<file path="src/design/idbus_pkg.sv">
/*
 * Package for the single-wire identity-bus host controller: register map
 * of the controller, the far device's status-memory map, line timing and
 * command codes.
 * Assumes a 50 MHz clock and a single open-drain data line with pull-up.
 */
package idbus_pkg;

    // ****************************************************************
    // clock and line timing
    // ****************************************************************
    localparam int CLK_MHZ = 50;
    localparam int T_RESET_US = 480;
    localparam int T_RESET_CYC = T_RESET_US * CLK_MHZ;
    localparam int T_PRES_WAIT_US = 480;
    localparam int T_PRES_WAIT_CYC = T_PRES_WAIT_US * CLK_MHZ;
    localparam int T_PPD_MIN_US = 15;
    localparam int T_PPD_MIN_CYC = T_PPD_MIN_US * CLK_MHZ;
    localparam int T_PPD_PP_MAX_US = 300;
    localparam int T_PPD_PP_MAX_CYC = T_PPD_PP_MAX_US * CLK_MHZ;
    localparam int T_SLOT_US = 70;
    localparam int T_SLOT_CYC = T_SLOT_US * CLK_MHZ;
    localparam int T_W1_LOW_US = 6;
    localparam int T_W1_LOW_CYC = T_W1_LOW_US * CLK_MHZ;
    localparam int T_W0_LOW_US = 62;
    localparam int T_W0_LOW_CYC = T_W0_LOW_US * CLK_MHZ;
    localparam int T_RD_LOW_US = 2;
    localparam int T_RD_LOW_CYC = T_RD_LOW_US * CLK_MHZ;
    localparam int T_RD_SAMPLE_NS = 11000;
    localparam int T_RD_SAMPLE_CYC = T_RD_SAMPLE_NS * CLK_MHZ / 1000;
    localparam int T_REC_US = 5;
    localparam int T_REC_CYC = T_REC_US * CLK_MHZ;

    // ****************************************************************
    // commands and CRC
    // ****************************************************************
    localparam logic [7:0] CMD_READ_ID = 8'h33;
    localparam logic [7:0] CMD_BYPASS = 8'hCC;
    localparam logic [7:0] CRC_POLY_REFL = 8'h8C;
    localparam logic [7:0] CRC_INIT = 8'h00;

    // ****************************************************************
    // device memory map (far side, kept for software)
    // ****************************************************************
    localparam logic [7:0] PAGE0_BASE = 8'h00;
    localparam logic [7:0] PAGE1_BASE = 8'h20;
    localparam logic [7:0] PAGE2_BASE = 8'h40;
    localparam logic [7:0] PAGE3_BASE = 8'h60;
    localparam logic [7:0] PAGE_BYTES = 8'h20;
    localparam logic [7:0] PROG_BUF_BYTES = 8'h08;
    localparam logic [7:0] ST_PAGE_WRITE_LOCK_FLAGS = 8'h00;
    localparam logic [7:0] ST_PAGE0_REDIRECT = 8'h01;
    localparam logic [7:0] ST_PAGE1_REDIRECT = 8'h02;
    localparam logic [7:0] ST_PAGE2_REDIRECT = 8'h03;
    localparam logic [7:0] ST_PAGE3_REDIRECT = 8'h04;
    localparam logic [7:0] ST_STATUS_SPARE_A = 8'h05;
    localparam logic [7:0] ST_STATUS_SPARE_B = 8'h06;
    localparam logic [7:0] ST_FACTORY_FIXED_BYTE = 8'h07;
    localparam logic [7:0] FACTORY_FIXED_VALUE = 8'h00;
    localparam logic [7:0] REDIRECT_NONE = 8'hFF; // (RULE9)

    // ****************************************************************
    // controller registers (byte addresses)
    // ****************************************************************
    localparam logic [7:0] REG_CTRL = 8'h00;
    localparam logic [7:0] REG_STATUS = 8'h04;
    localparam logic [7:0] REG_ID_LO = 8'h08;
    localparam logic [7:0] REG_ID_HI = 8'h0C;
    localparam logic [7:0] REG_TXDATA = 8'h10;
    localparam logic [7:0] REG_RXDATA = 8'h14;
    localparam int CTRL_RESET_BIT = 0;
    localparam int CTRL_READ_ID_BIT = 1;
    localparam int CTRL_WRITE_BYTE_BIT = 2;
    localparam int CTRL_READ_BYTE_BIT = 3;
    localparam int ST_BUSY_BIT = 0;
    localparam int ST_PRESENT_BIT = 1;
    localparam int ST_CRC_OK_BIT = 2;
    localparam int ST_DONE_BIT = 3;

    typedef struct packed {
        logic cyc;
        logic stb;
        logic we;
        logic [3:0] sel;
        logic [7:0] adr;
        logic [31:0] dat;
    } wb_req_s;

    typedef enum logic [3:0] {
        S_IDLE = 4'b0000,
        S_RST_LOW = 4'b0001,
        S_PRES_WAIT = 4'b0010,
        S_TX_LOW = 4'b0011,
        S_TX_SLOT = 4'b0100,
        S_RX_LOW = 4'b0101,
        S_RX_SLOT = 4'b0110,
        S_REC = 4'b0111,
        S_NEXT = 4'b1000
    } line_state_e;

endpackage

</file>
<file path="src/design/idbus_host.sv">
/*
 * Host controller for a single-wire identity/OTP device. Issues the line
 * reset, detects presence, sends bytes, reads bytes and fetches the 64-bit
 * identity with CRC check. Software drives it over classic Wishbone.
 * Assumes an external pull-up on the line; this end only pulls low.
 */
// Contract
// (RULE1) identity is 8-bit family, 48-bit serial, 8-bit CRC over them
// (RULE2) device data memory is four 32-byte pages at 00h,20h,40h,60h
// (RULE3) programming loads 8-byte buffer, CRC returned, then commit command
// (RULE4) separate 64-bit status memory reached by its own commands
// (RULE5) status byte 00h: bits 0-3 page locks, bits 4-7 used-page map
// (RULE6) locked page cannot be altered but still reads back
// (RULE7) lock flags change only through the status-write command
// (RULE8) status bytes 01h-04h are page redirection bytes, stored only
// (RULE9) host: FFh means page valid, else data at inverse of byte
// (RULE10) status 05h,06h reserved; 07h fixed to 00h
// (RULE11) check bytes use CRC x^8+x^5+x^4+1; host flags mismatch
// (RULE12) line is open drain; host supplies the high level; this end only pulls low and relies on an external pull-up
// (RULE13) each transaction opens with host low at least 480 us
// (RULE14) after presence, command 33h returns family, serial, CRC
// (RULE15) every byte goes least significant bit first
// (RULE16) device waits 15-60 us then pulls low 60-240 us presence
// (RULE17) bypass command CCh precedes memory and status commands
// (RULE18) CRC cleared to zero, bits shifted in LSB first
`timescale 1ns/1ps
module idbus_host
    import idbus_pkg::*;
(
    // clock and reset
    input wire logic clk_i,
    input wire logic rst_i,
    // wishbone slave
    input wire logic cyc_i,
    input wire logic stb_i,
    input wire logic we_i,
    input wire logic [3:0] sel_i,
    input wire logic [7:0] adr_i,
    input wire logic [31:0] dat_i,
    output logic [31:0] dat_o,
    output logic ack_o,
    // single-wire line
    input wire logic line_i,
    output logic line_o,
    output logic line_oe_o
);

    // ****************************************************************
    // pin synchroniser
    // ****************************************************************
    logic line_meta_reg;
    logic line_sync_reg;

    always_ff @(posedge clk_i) begin
        line_meta_reg <= line_i;
        line_sync_reg <= line_meta_reg;
    end

    // ****************************************************************
    // bus decode
    // ****************************************************************
    wb_req_s req;
    logic ack_reg;
    logic [31:0] rdat_reg;
    assign req = '{cyc: cyc_i, stb: stb_i, we: we_i, sel: sel_i,
                   adr: adr_i, dat: dat_i};
    wire bus_hit = req.cyc && req.stb && !ack_reg;
    // writes commit on the edge where the master sees ack, not before
    wire bus_wr = req.cyc && req.stb && req.we && ack_reg;
    wire wr_ctrl = bus_wr && req.sel[0] && req.adr == REG_CTRL;
    wire wr_tx = bus_wr && req.sel[0] && req.adr == REG_TXDATA;

    line_state_e state_reg;
    logic [17:0] tmr_reg;
    logic [2:0] bit_reg;
    logic [3:0] byte_reg;
    logic [3:0] nbytes_reg;
    logic rx_mode_reg;
    logic id_mode_reg;
    logic present_reg;
    logic done_reg;
    logic crc_ok_reg;
    logic [7:0] tx_reg;
    logic [7:0] sh_reg;
    logic [7:0] crc_reg;
    logic [63:0] id_reg;
    logic sampled_reg;

    wire busy = state_reg != S_IDLE;
    wire [31:0] status_word = {28'h0000000, done_reg, crc_ok_reg,
                               present_reg, busy};
    wire go = wr_ctrl && !busy;
    wire [7:0] tx_next = id_mode_reg ? CMD_READ_ID : tx_reg;
    wire tx_bit = sh_reg[0]; // (RULE15)
    wire crc_fb = crc_reg[0] ^ sampled_reg;
    // (RULE11) (RULE18) reflected form of x^8+x^5+x^4+1, LSB first
    wire [7:0] crc_next = {1'b0, crc_reg[7:1]} ^ (crc_fb ? CRC_POLY_REFL
                                                       : 8'h00);
    wire [7:0] rx_byte = {sampled_reg, sh_reg[7:1]};
    wire tmr_zero = tmr_reg == 18'h00000;
    wire last_bit = bit_reg == 3'h7;

    always_comb begin
        case (req.adr)
            REG_CTRL: rdat_reg = 32'h00000000;
            REG_STATUS: rdat_reg = status_word;
            REG_ID_LO: rdat_reg = id_reg[31:0];
            REG_ID_HI: rdat_reg = id_reg[63:32];
            REG_TXDATA: rdat_reg = {24'h000000, tx_reg};
            REG_RXDATA: rdat_reg = {24'h000000, sh_reg};
            default: rdat_reg = 32'h00000000;
        endcase
    end

    always_ff @(posedge clk_i) begin
        if (rst_i) begin
            ack_reg <= 1'b0;
            dat_o <= 32'h00000000;
        end else begin
            ack_reg <= bus_hit;
            dat_o <= bus_hit ? rdat_reg : 32'h00000000;
        end
    end
    assign ack_o = ack_reg;

    always_ff @(posedge clk_i) begin
        if (rst_i) begin
            tx_reg <= 8'h00;
        end else if (wr_tx) begin
            tx_reg <= req.dat[7:0];
        end
    end

    // ****************************************************************
    // line sequencer
    // ****************************************************************
    always_ff @(posedge clk_i) begin
        if (rst_i) begin
            state_reg <= S_IDLE;
            tmr_reg <= 18'h00000;
            bit_reg <= 3'h0;
            byte_reg <= 4'h0;
            nbytes_reg <= 4'h0;
            rx_mode_reg <= 1'b0;
            id_mode_reg <= 1'b0;
            present_reg <= 1'b0;
            done_reg <= 1'b0;
            crc_ok_reg <= 1'b0;
            sh_reg <= 8'h00;
            crc_reg <= 8'h00;
            id_reg <= 64'h0000000000000000;
            sampled_reg <= 1'b1;
            line_oe_o <= 1'b0;
        end else begin
            if (!tmr_zero) begin
                tmr_reg <= tmr_reg - 18'h00001;
            end
            case (state_reg)
                S_IDLE: begin
                    line_oe_o <= 1'b0;
                    bit_reg <= 3'h0;
                    if (go && req.dat[CTRL_RESET_BIT]) begin
                        // (RULE13) (RULE14) id fetch always opens with reset
                        id_mode_reg <= req.dat[CTRL_READ_ID_BIT];
                        present_reg <= 1'b0;
                        done_reg <= 1'b0;
                        line_oe_o <= 1'b1; // (RULE12)
                        tmr_reg <= 18'(T_RESET_CYC);
                        state_reg <= S_RST_LOW;
                    end else if (go && req.dat[CTRL_WRITE_BYTE_BIT]) begin
                        // (RULE3) buffer load and commit are byte writes
                        done_reg <= 1'b0;
                        rx_mode_reg <= 1'b0;
                        nbytes_reg <= 4'h1;
                        byte_reg <= 4'h0;
                        sh_reg <= tx_reg; // (RULE17) software sends CCh here
                        state_reg <= S_NEXT;
                    end else if (go && req.dat[CTRL_READ_BYTE_BIT]) begin
                        done_reg <= 1'b0;
                        rx_mode_reg <= 1'b1;
                        nbytes_reg <= 4'h1;
                        byte_reg <= 4'h0;
                        state_reg <= S_NEXT;
                    end
                end
                S_RST_LOW: begin
                    if (tmr_zero) begin
                        line_oe_o <= 1'b0;
                        tmr_reg <= 18'(T_PRES_WAIT_CYC);
                        state_reg <= S_PRES_WAIT;
                    end
                end
                S_PRES_WAIT: begin
                    // (RULE16) low seen after the earliest presence delay
                    if (!line_sync_reg && tmr_reg <
                        18'(T_PRES_WAIT_CYC - T_PPD_MIN_CYC) &&
                        tmr_reg > 18'(T_PRES_WAIT_CYC - T_PPD_PP_MAX_CYC)) begin
                        present_reg <= 1'b1;
                    end
                    if (tmr_zero) begin
                        if (id_mode_reg && present_reg) begin
                            sh_reg <= tx_next;
                            rx_mode_reg <= 1'b0;
                            nbytes_reg <= 4'h1;
                            byte_reg <= 4'h0;
                            state_reg <= S_NEXT;
                        end else begin
                            done_reg <= 1'b1;
                            state_reg <= S_IDLE;
                        end
                    end
                end
                S_NEXT: begin
                    line_oe_o <= 1'b1;
                    if (rx_mode_reg) begin
                        tmr_reg <= 18'(T_RD_LOW_CYC);
                        state_reg <= S_RX_LOW;
                    end else begin
                        tmr_reg <= tx_bit ? 18'(T_W1_LOW_CYC)
                                          : 18'(T_W0_LOW_CYC);
                        state_reg <= S_TX_LOW;
                    end
                end
                S_TX_LOW: begin
                    if (tmr_zero) begin
                        line_oe_o <= 1'b0;
                        // pad to a full slot whatever the low time was
                        tmr_reg <= tx_bit ? 18'(T_SLOT_CYC - T_W1_LOW_CYC)
                                          : 18'(T_SLOT_CYC - T_W0_LOW_CYC);
                        state_reg <= S_TX_SLOT;
                    end
                end
                S_TX_SLOT: begin
                    if (tmr_zero) begin
                        // read slots shift in S_REC instead
                        if (!rx_mode_reg) begin
                            sh_reg <= {1'b0, sh_reg[7:1]};
                        end
                        tmr_reg <= 18'(T_REC_CYC);
                        state_reg <= S_REC;
                    end
                end
                S_RX_LOW: begin
                    if (tmr_zero) begin
                        line_oe_o <= 1'b0;
                        tmr_reg <= 18'(T_RD_SAMPLE_CYC - T_RD_LOW_CYC);
                        state_reg <= S_RX_SLOT;
                    end
                end
                S_RX_SLOT: begin
                    if (tmr_zero) begin
                        sampled_reg <= line_sync_reg;
                        tmr_reg <= 18'(T_SLOT_CYC - T_RD_SAMPLE_CYC);
                        state_reg <= S_TX_SLOT;
                        rx_mode_reg <= 1'b1;
                    end
                end
                S_REC: begin
                    if (tmr_zero) begin
                        if (rx_mode_reg) begin
                            sh_reg <= rx_byte; // (RULE15)
                            if (id_mode_reg) begin
                                crc_reg <= crc_next;
                            end
                        end
                        bit_reg <= bit_reg + 3'h1;
                        if (!last_bit) begin
                            state_reg <= S_NEXT;
                        end else if (id_mode_reg && !rx_mode_reg) begin
                            // (RULE1) (RULE18) command sent, read 8 bytes
                            rx_mode_reg <= 1'b1;
                            crc_reg <= CRC_INIT;
                            byte_reg <= 4'h0;
                            nbytes_reg <= 4'h8;
                            state_reg <= S_NEXT;
                        end else begin
                            if (id_mode_reg) begin
                                id_reg <= {rx_byte, id_reg[63:8]};
                            end
                            byte_reg <= byte_reg + 4'h1;
                            if (byte_reg + 4'h1 < nbytes_reg) begin
                                state_reg <= S_NEXT;
                            end else begin
                                // (RULE11) residue zero once CRC byte is in
                                crc_ok_reg <= id_mode_reg && crc_next
                                              == 8'h00;
                                id_mode_reg <= 1'b0;
                                done_reg <= 1'b1;
                                state_reg <= S_IDLE;
                            end
                        end
                    end
                end
                default: begin
                    state_reg <= S_IDLE;
                end
            endcase
        end
    end

    // line driven low only; pull-up gives the high level
    assign line_o = 1'b0;

endmodule

</file>
<file path="config.mk">
export PLATFORM = sky130hd
export DESIGN_NAME = idbus_host
export DESIGN_NICKNAME = d
export VERILOG_FILES = /design/src/design/idbus_pkg.sv /design/src/design/idbus_host.sv
export SDC_FILE = /design/constraint.sdc
export NUM_CORES = 1
export LEC_CHECK = 0
export BUFFER_PORTS_ARGS = -buffer_cell sky130_fd_sc_hd__clkbuf_2
export CAP_MARGIN = 5
export CORE_MARGIN = 2
export CORE_UTILIZATION = 60
export CTS_CLUSTER_SIZE = 28
export DETAILED_ROUTE_END_ITERATION = 12
export HOLD_SLACK_MARGIN = 0.08
export PLACE_DENSITY = 0.85
export SKIP_LAST_GASP = 1
export SYNTH_ARGS = -nofsm -noshare
export SYNTH_HDL_FRONTEND = slang
export SYNTH_SLANG_ARGS = --single-unit
</file>
<file path="constraint.sdc">
create_clock -name clk_i -period 5 [get_ports clk_i]
set_input_delay 1 -clock clk_i [delete_from_list [all_inputs] [get_ports clk_i]]
set_output_delay 1 -clock clk_i [all_outputs]
set_load 0.02 [all_outputs]
</file>
==> flow_summary.toml <==
[status]
outcome = "completed"

[setup_path]
rrSetupSlack_ns = 1.56
r2r_end = "id_reg[41]"
path_max_fanout = 64
cp.arrival_ns = 3.79
r2r_cells = 9
crit_required_ns = 5.35
critPathLaunchType = "register"
crit_type = "register to register"
endpoint_kind = "register"
crit_end = "id_reg[41]"
timing.rr.start = "tmr_reg[1]"
crit_start = "tmr_reg[1]"

[synth]
synth_top_cell_area_share_pct = 44.2
yosys.area.top_type = "dfxtp_1"
synth_edf_count = 0
syn_avg_cell_area_sq_um = 8.15
synthCells = 895
yosysWarnings = 0
ys_top_cells_by_area = "dfxtp_1 (44%), nand2_1 (9.1%), a21oi_1 (7.3%), nor2_1 (4.0%), a22oi_1 (3.2%)"
synth_cell_types = 75
postSynth.asyncResetShare_pct = 0
synth-seq-cells = 161
synth-seq-area-share_pct = 44.2
synth_area_sq_mm = 0.00730
syn_nets = 951
yosys_most_used_dff = "dfxtp_1"

[final_layout]
fin_util_pct = 67.3
drive_gt1_share_pct = 12.5
area_growth_pct = 10.3
diodes = 0
largest_reg_flops = 64
final_cells = 1067
final_area_sq_mm = 0.00805
num-nets-final = 965

[placed_design]
dp.cells = 1037
hpwlAfterDp_um = 11900
placed_area_sq_mm = 0.00751
place.gp.congestion = 0.952
io_buffers = 56
post-place-ws_ns = 1.56

[power]
switching_power_w = 0.00156
switching_share_pct = 38.2
power_density_mw_per_mm2 = 508
leakagePower_nw = 2.77
p_int_w = 0.00253
p_comb_share_pct = 34.1
peakVddDrop_uv = 513
p_clk_share_pct = 29.1
pwr-share-seq_pct = 36.9

[routing]
first_pass_iters = 8
routed_wl_um = 18200
routedWlPerCell_um = 17.0
viasPerCell = 6.21
remaining_drc_errors = 0
final_antenna_net_count = 0
num_vias = 6623
drt-initial-drc-count = 906

[global_routing]
grt_use_total_pct = 28.1
grt_pass1_wl_um = 29100
antenna_found_initial = 0
grt_max_degree = 75
grt_pass1_vias = 5896
grt_overflow_total = 0

[floorplanning]
die_w_um = 114
start_util_pct = 61.0
coreArea_sq_mm = 0.0120
ioPinCount = 85
num_rows = 40
dieHeight_um = 114
die-area_sq_mm = 0.0131

[clock_tree]
cts_sinks = 161
cts_tree = "built"
hold_buffers = 0
cts_setup_buffers = 0
clockBufferDepth = 2
path_clk_slew_ns = 0.06
cts_root_buf = "clkbuf_16"
h-tree-depth = 4
clock_latency_ns = 0.43
cts_buffers = 17
cts_resized = 0

[sta]
final.period_utilization_pct = 68.8
fin_skew_ns = 0.00854
finalHoldViolCount = 0
worst_slack_ns = 1.56
fmax_mhz = 291
slew_violations = 0
max-slew-margin-rel_pct = 23.1
rsz0062_at_grt = "no"
tightest_slew_ns = 1.14
timing.final.crit_period_ns = 3.44
fin_tns_setup_ns = 0
setup_viol_count_final = 0

[hold_path]
hold_class = "register to register"
worstHoldStart = "line_meta_reg"
whs_path_depth = 0

[flow_run]
drv_cap = 0
## Yosys cell counts, types with 4 or more instances
cell type / n
a211oi_1: 13
a21o_1: 4
a21oi_1: 107
a221oi_1: 5
a222oi_1: 8
a22oi_1: 31
and3_1: 7
buf_2: 4
buf_4: 9
clkbuf_1: 49
dfxtp_1: 161
ha_1: 6
inv_1: 12
mux2i_1: 18
nand2_1: 176
nand2b_1: 12
nand3_1: 15
nand4_1: 6
nor2_1: 77
nor3_1: 24
nor4_1: 8
nor4b_1: 4
o211ai_1: 5
o21a_1: 4
o21ai_0: 18
o21ai_1: 4
o22ai_1: 5
or2_2: 4
or3_1: 10
or4_1: 4
xnor2_1: 16
xor2_1: 5
## cell families after synthesis
kind of cell / Yosys count / share of synthesized area, %
simple gates: 372 / 24.1
buf+inv: 81 / 5.01
compound gates: 234 / 20.5
flops: 161 / 44.2
xor+xnor: 21 / 2.52
other cells: 1 / 0.0514
fa+ha+maj: 6 / 1.03
mux: 19 / 2.62
## worst min path at each step
stage	to	slack [ns]
2_1_floorplan	line_sync_reg	0.31
3_3_place_gp	line_sync_reg	0.31
3_5_place_dp	line_sync_reg	0.32
4_1_cts	line_sync_reg	0.33
5_1_grt	line_sync_reg	0.33
6_report	line_sync_reg	0.33
## placed cells by master (no fill, tap or decap), drive strengths merged, types with 3 or more instances in the layout
master and instances:
nand4 6, nand2 176, o22ai 5, clkbuf 75
nor2 78, inv 18, a21o 4, o211ai 5
or2 4, nor3b 3, a21oi 107, a211oi 13
buf 8, xnor2 16, clkinvlp 3, ha 6
nand2b 12, nor4b 5, nand3 16, dfxtp 161
a22oi 31, a31o 6, xor2 5, and3 7
nor3 24, and2 3, or3 10, a221oi 6
o21a 4, mux2i 18, o21ai 22, or4 4
nor4 10, a222oi 8
## metal layers
metal  wire, um  share of wire, %  global-route usage, %  vias up
met3       1410               7.8                   6.35       51
li1           -                 -                      -     3191
met1       7570                42                   36.6     3062
met5          0                 0                      0        -
met4        547               3.0                   9.76        0
met2       8630                48                   46.3      319
## critical path, cell delays in order (launching register included)
cell	delay [ns]
dfxtp_1	0.35
inv_1	0.07
ha_1	0.20
or3b_4	0.45
or3_1	0.43
nor4_2	0.30
buf_4	0.25
and2_2	0.94
nand2_1	0.15
a21oi_1	0.21
## cell type report
type	instances	area, sq um
Fill cell	952	3910
Multi-Input combinational cell	653	3720
Sequential cell	161	3220
Clock buffer	20	457
Timing Repair Buffer	63	335
Tap cell	147	184
Clock inverter	10	78.8
Inverter	13	48.8
## through the flow
step	total power, W	hold WS [ns]
after floorplan	0.00263	0.310
after global placement	0.00285	0.313
after detailed placement	0.00287	0.316
after CTS	0.00405	0.330
after global routing	0.00429	0.334
final	0.00409	0.326
## power by group through the flow
stage	Combinational (W)	Sequential (W)	Clock, W
2_1_floorplan	0.00118	0.00145	0
3_3_place_gp	0.00133	0.00152	0
3_5_place_dp	0.00134	0.00153	0
4_1_cts	0.00136	0.00150	0.00120
5_1_grt	0.00151	0.00152	0.00126
6_report	0.00139	0.00151	0.00119
Power figures use the tool's default switching activity.
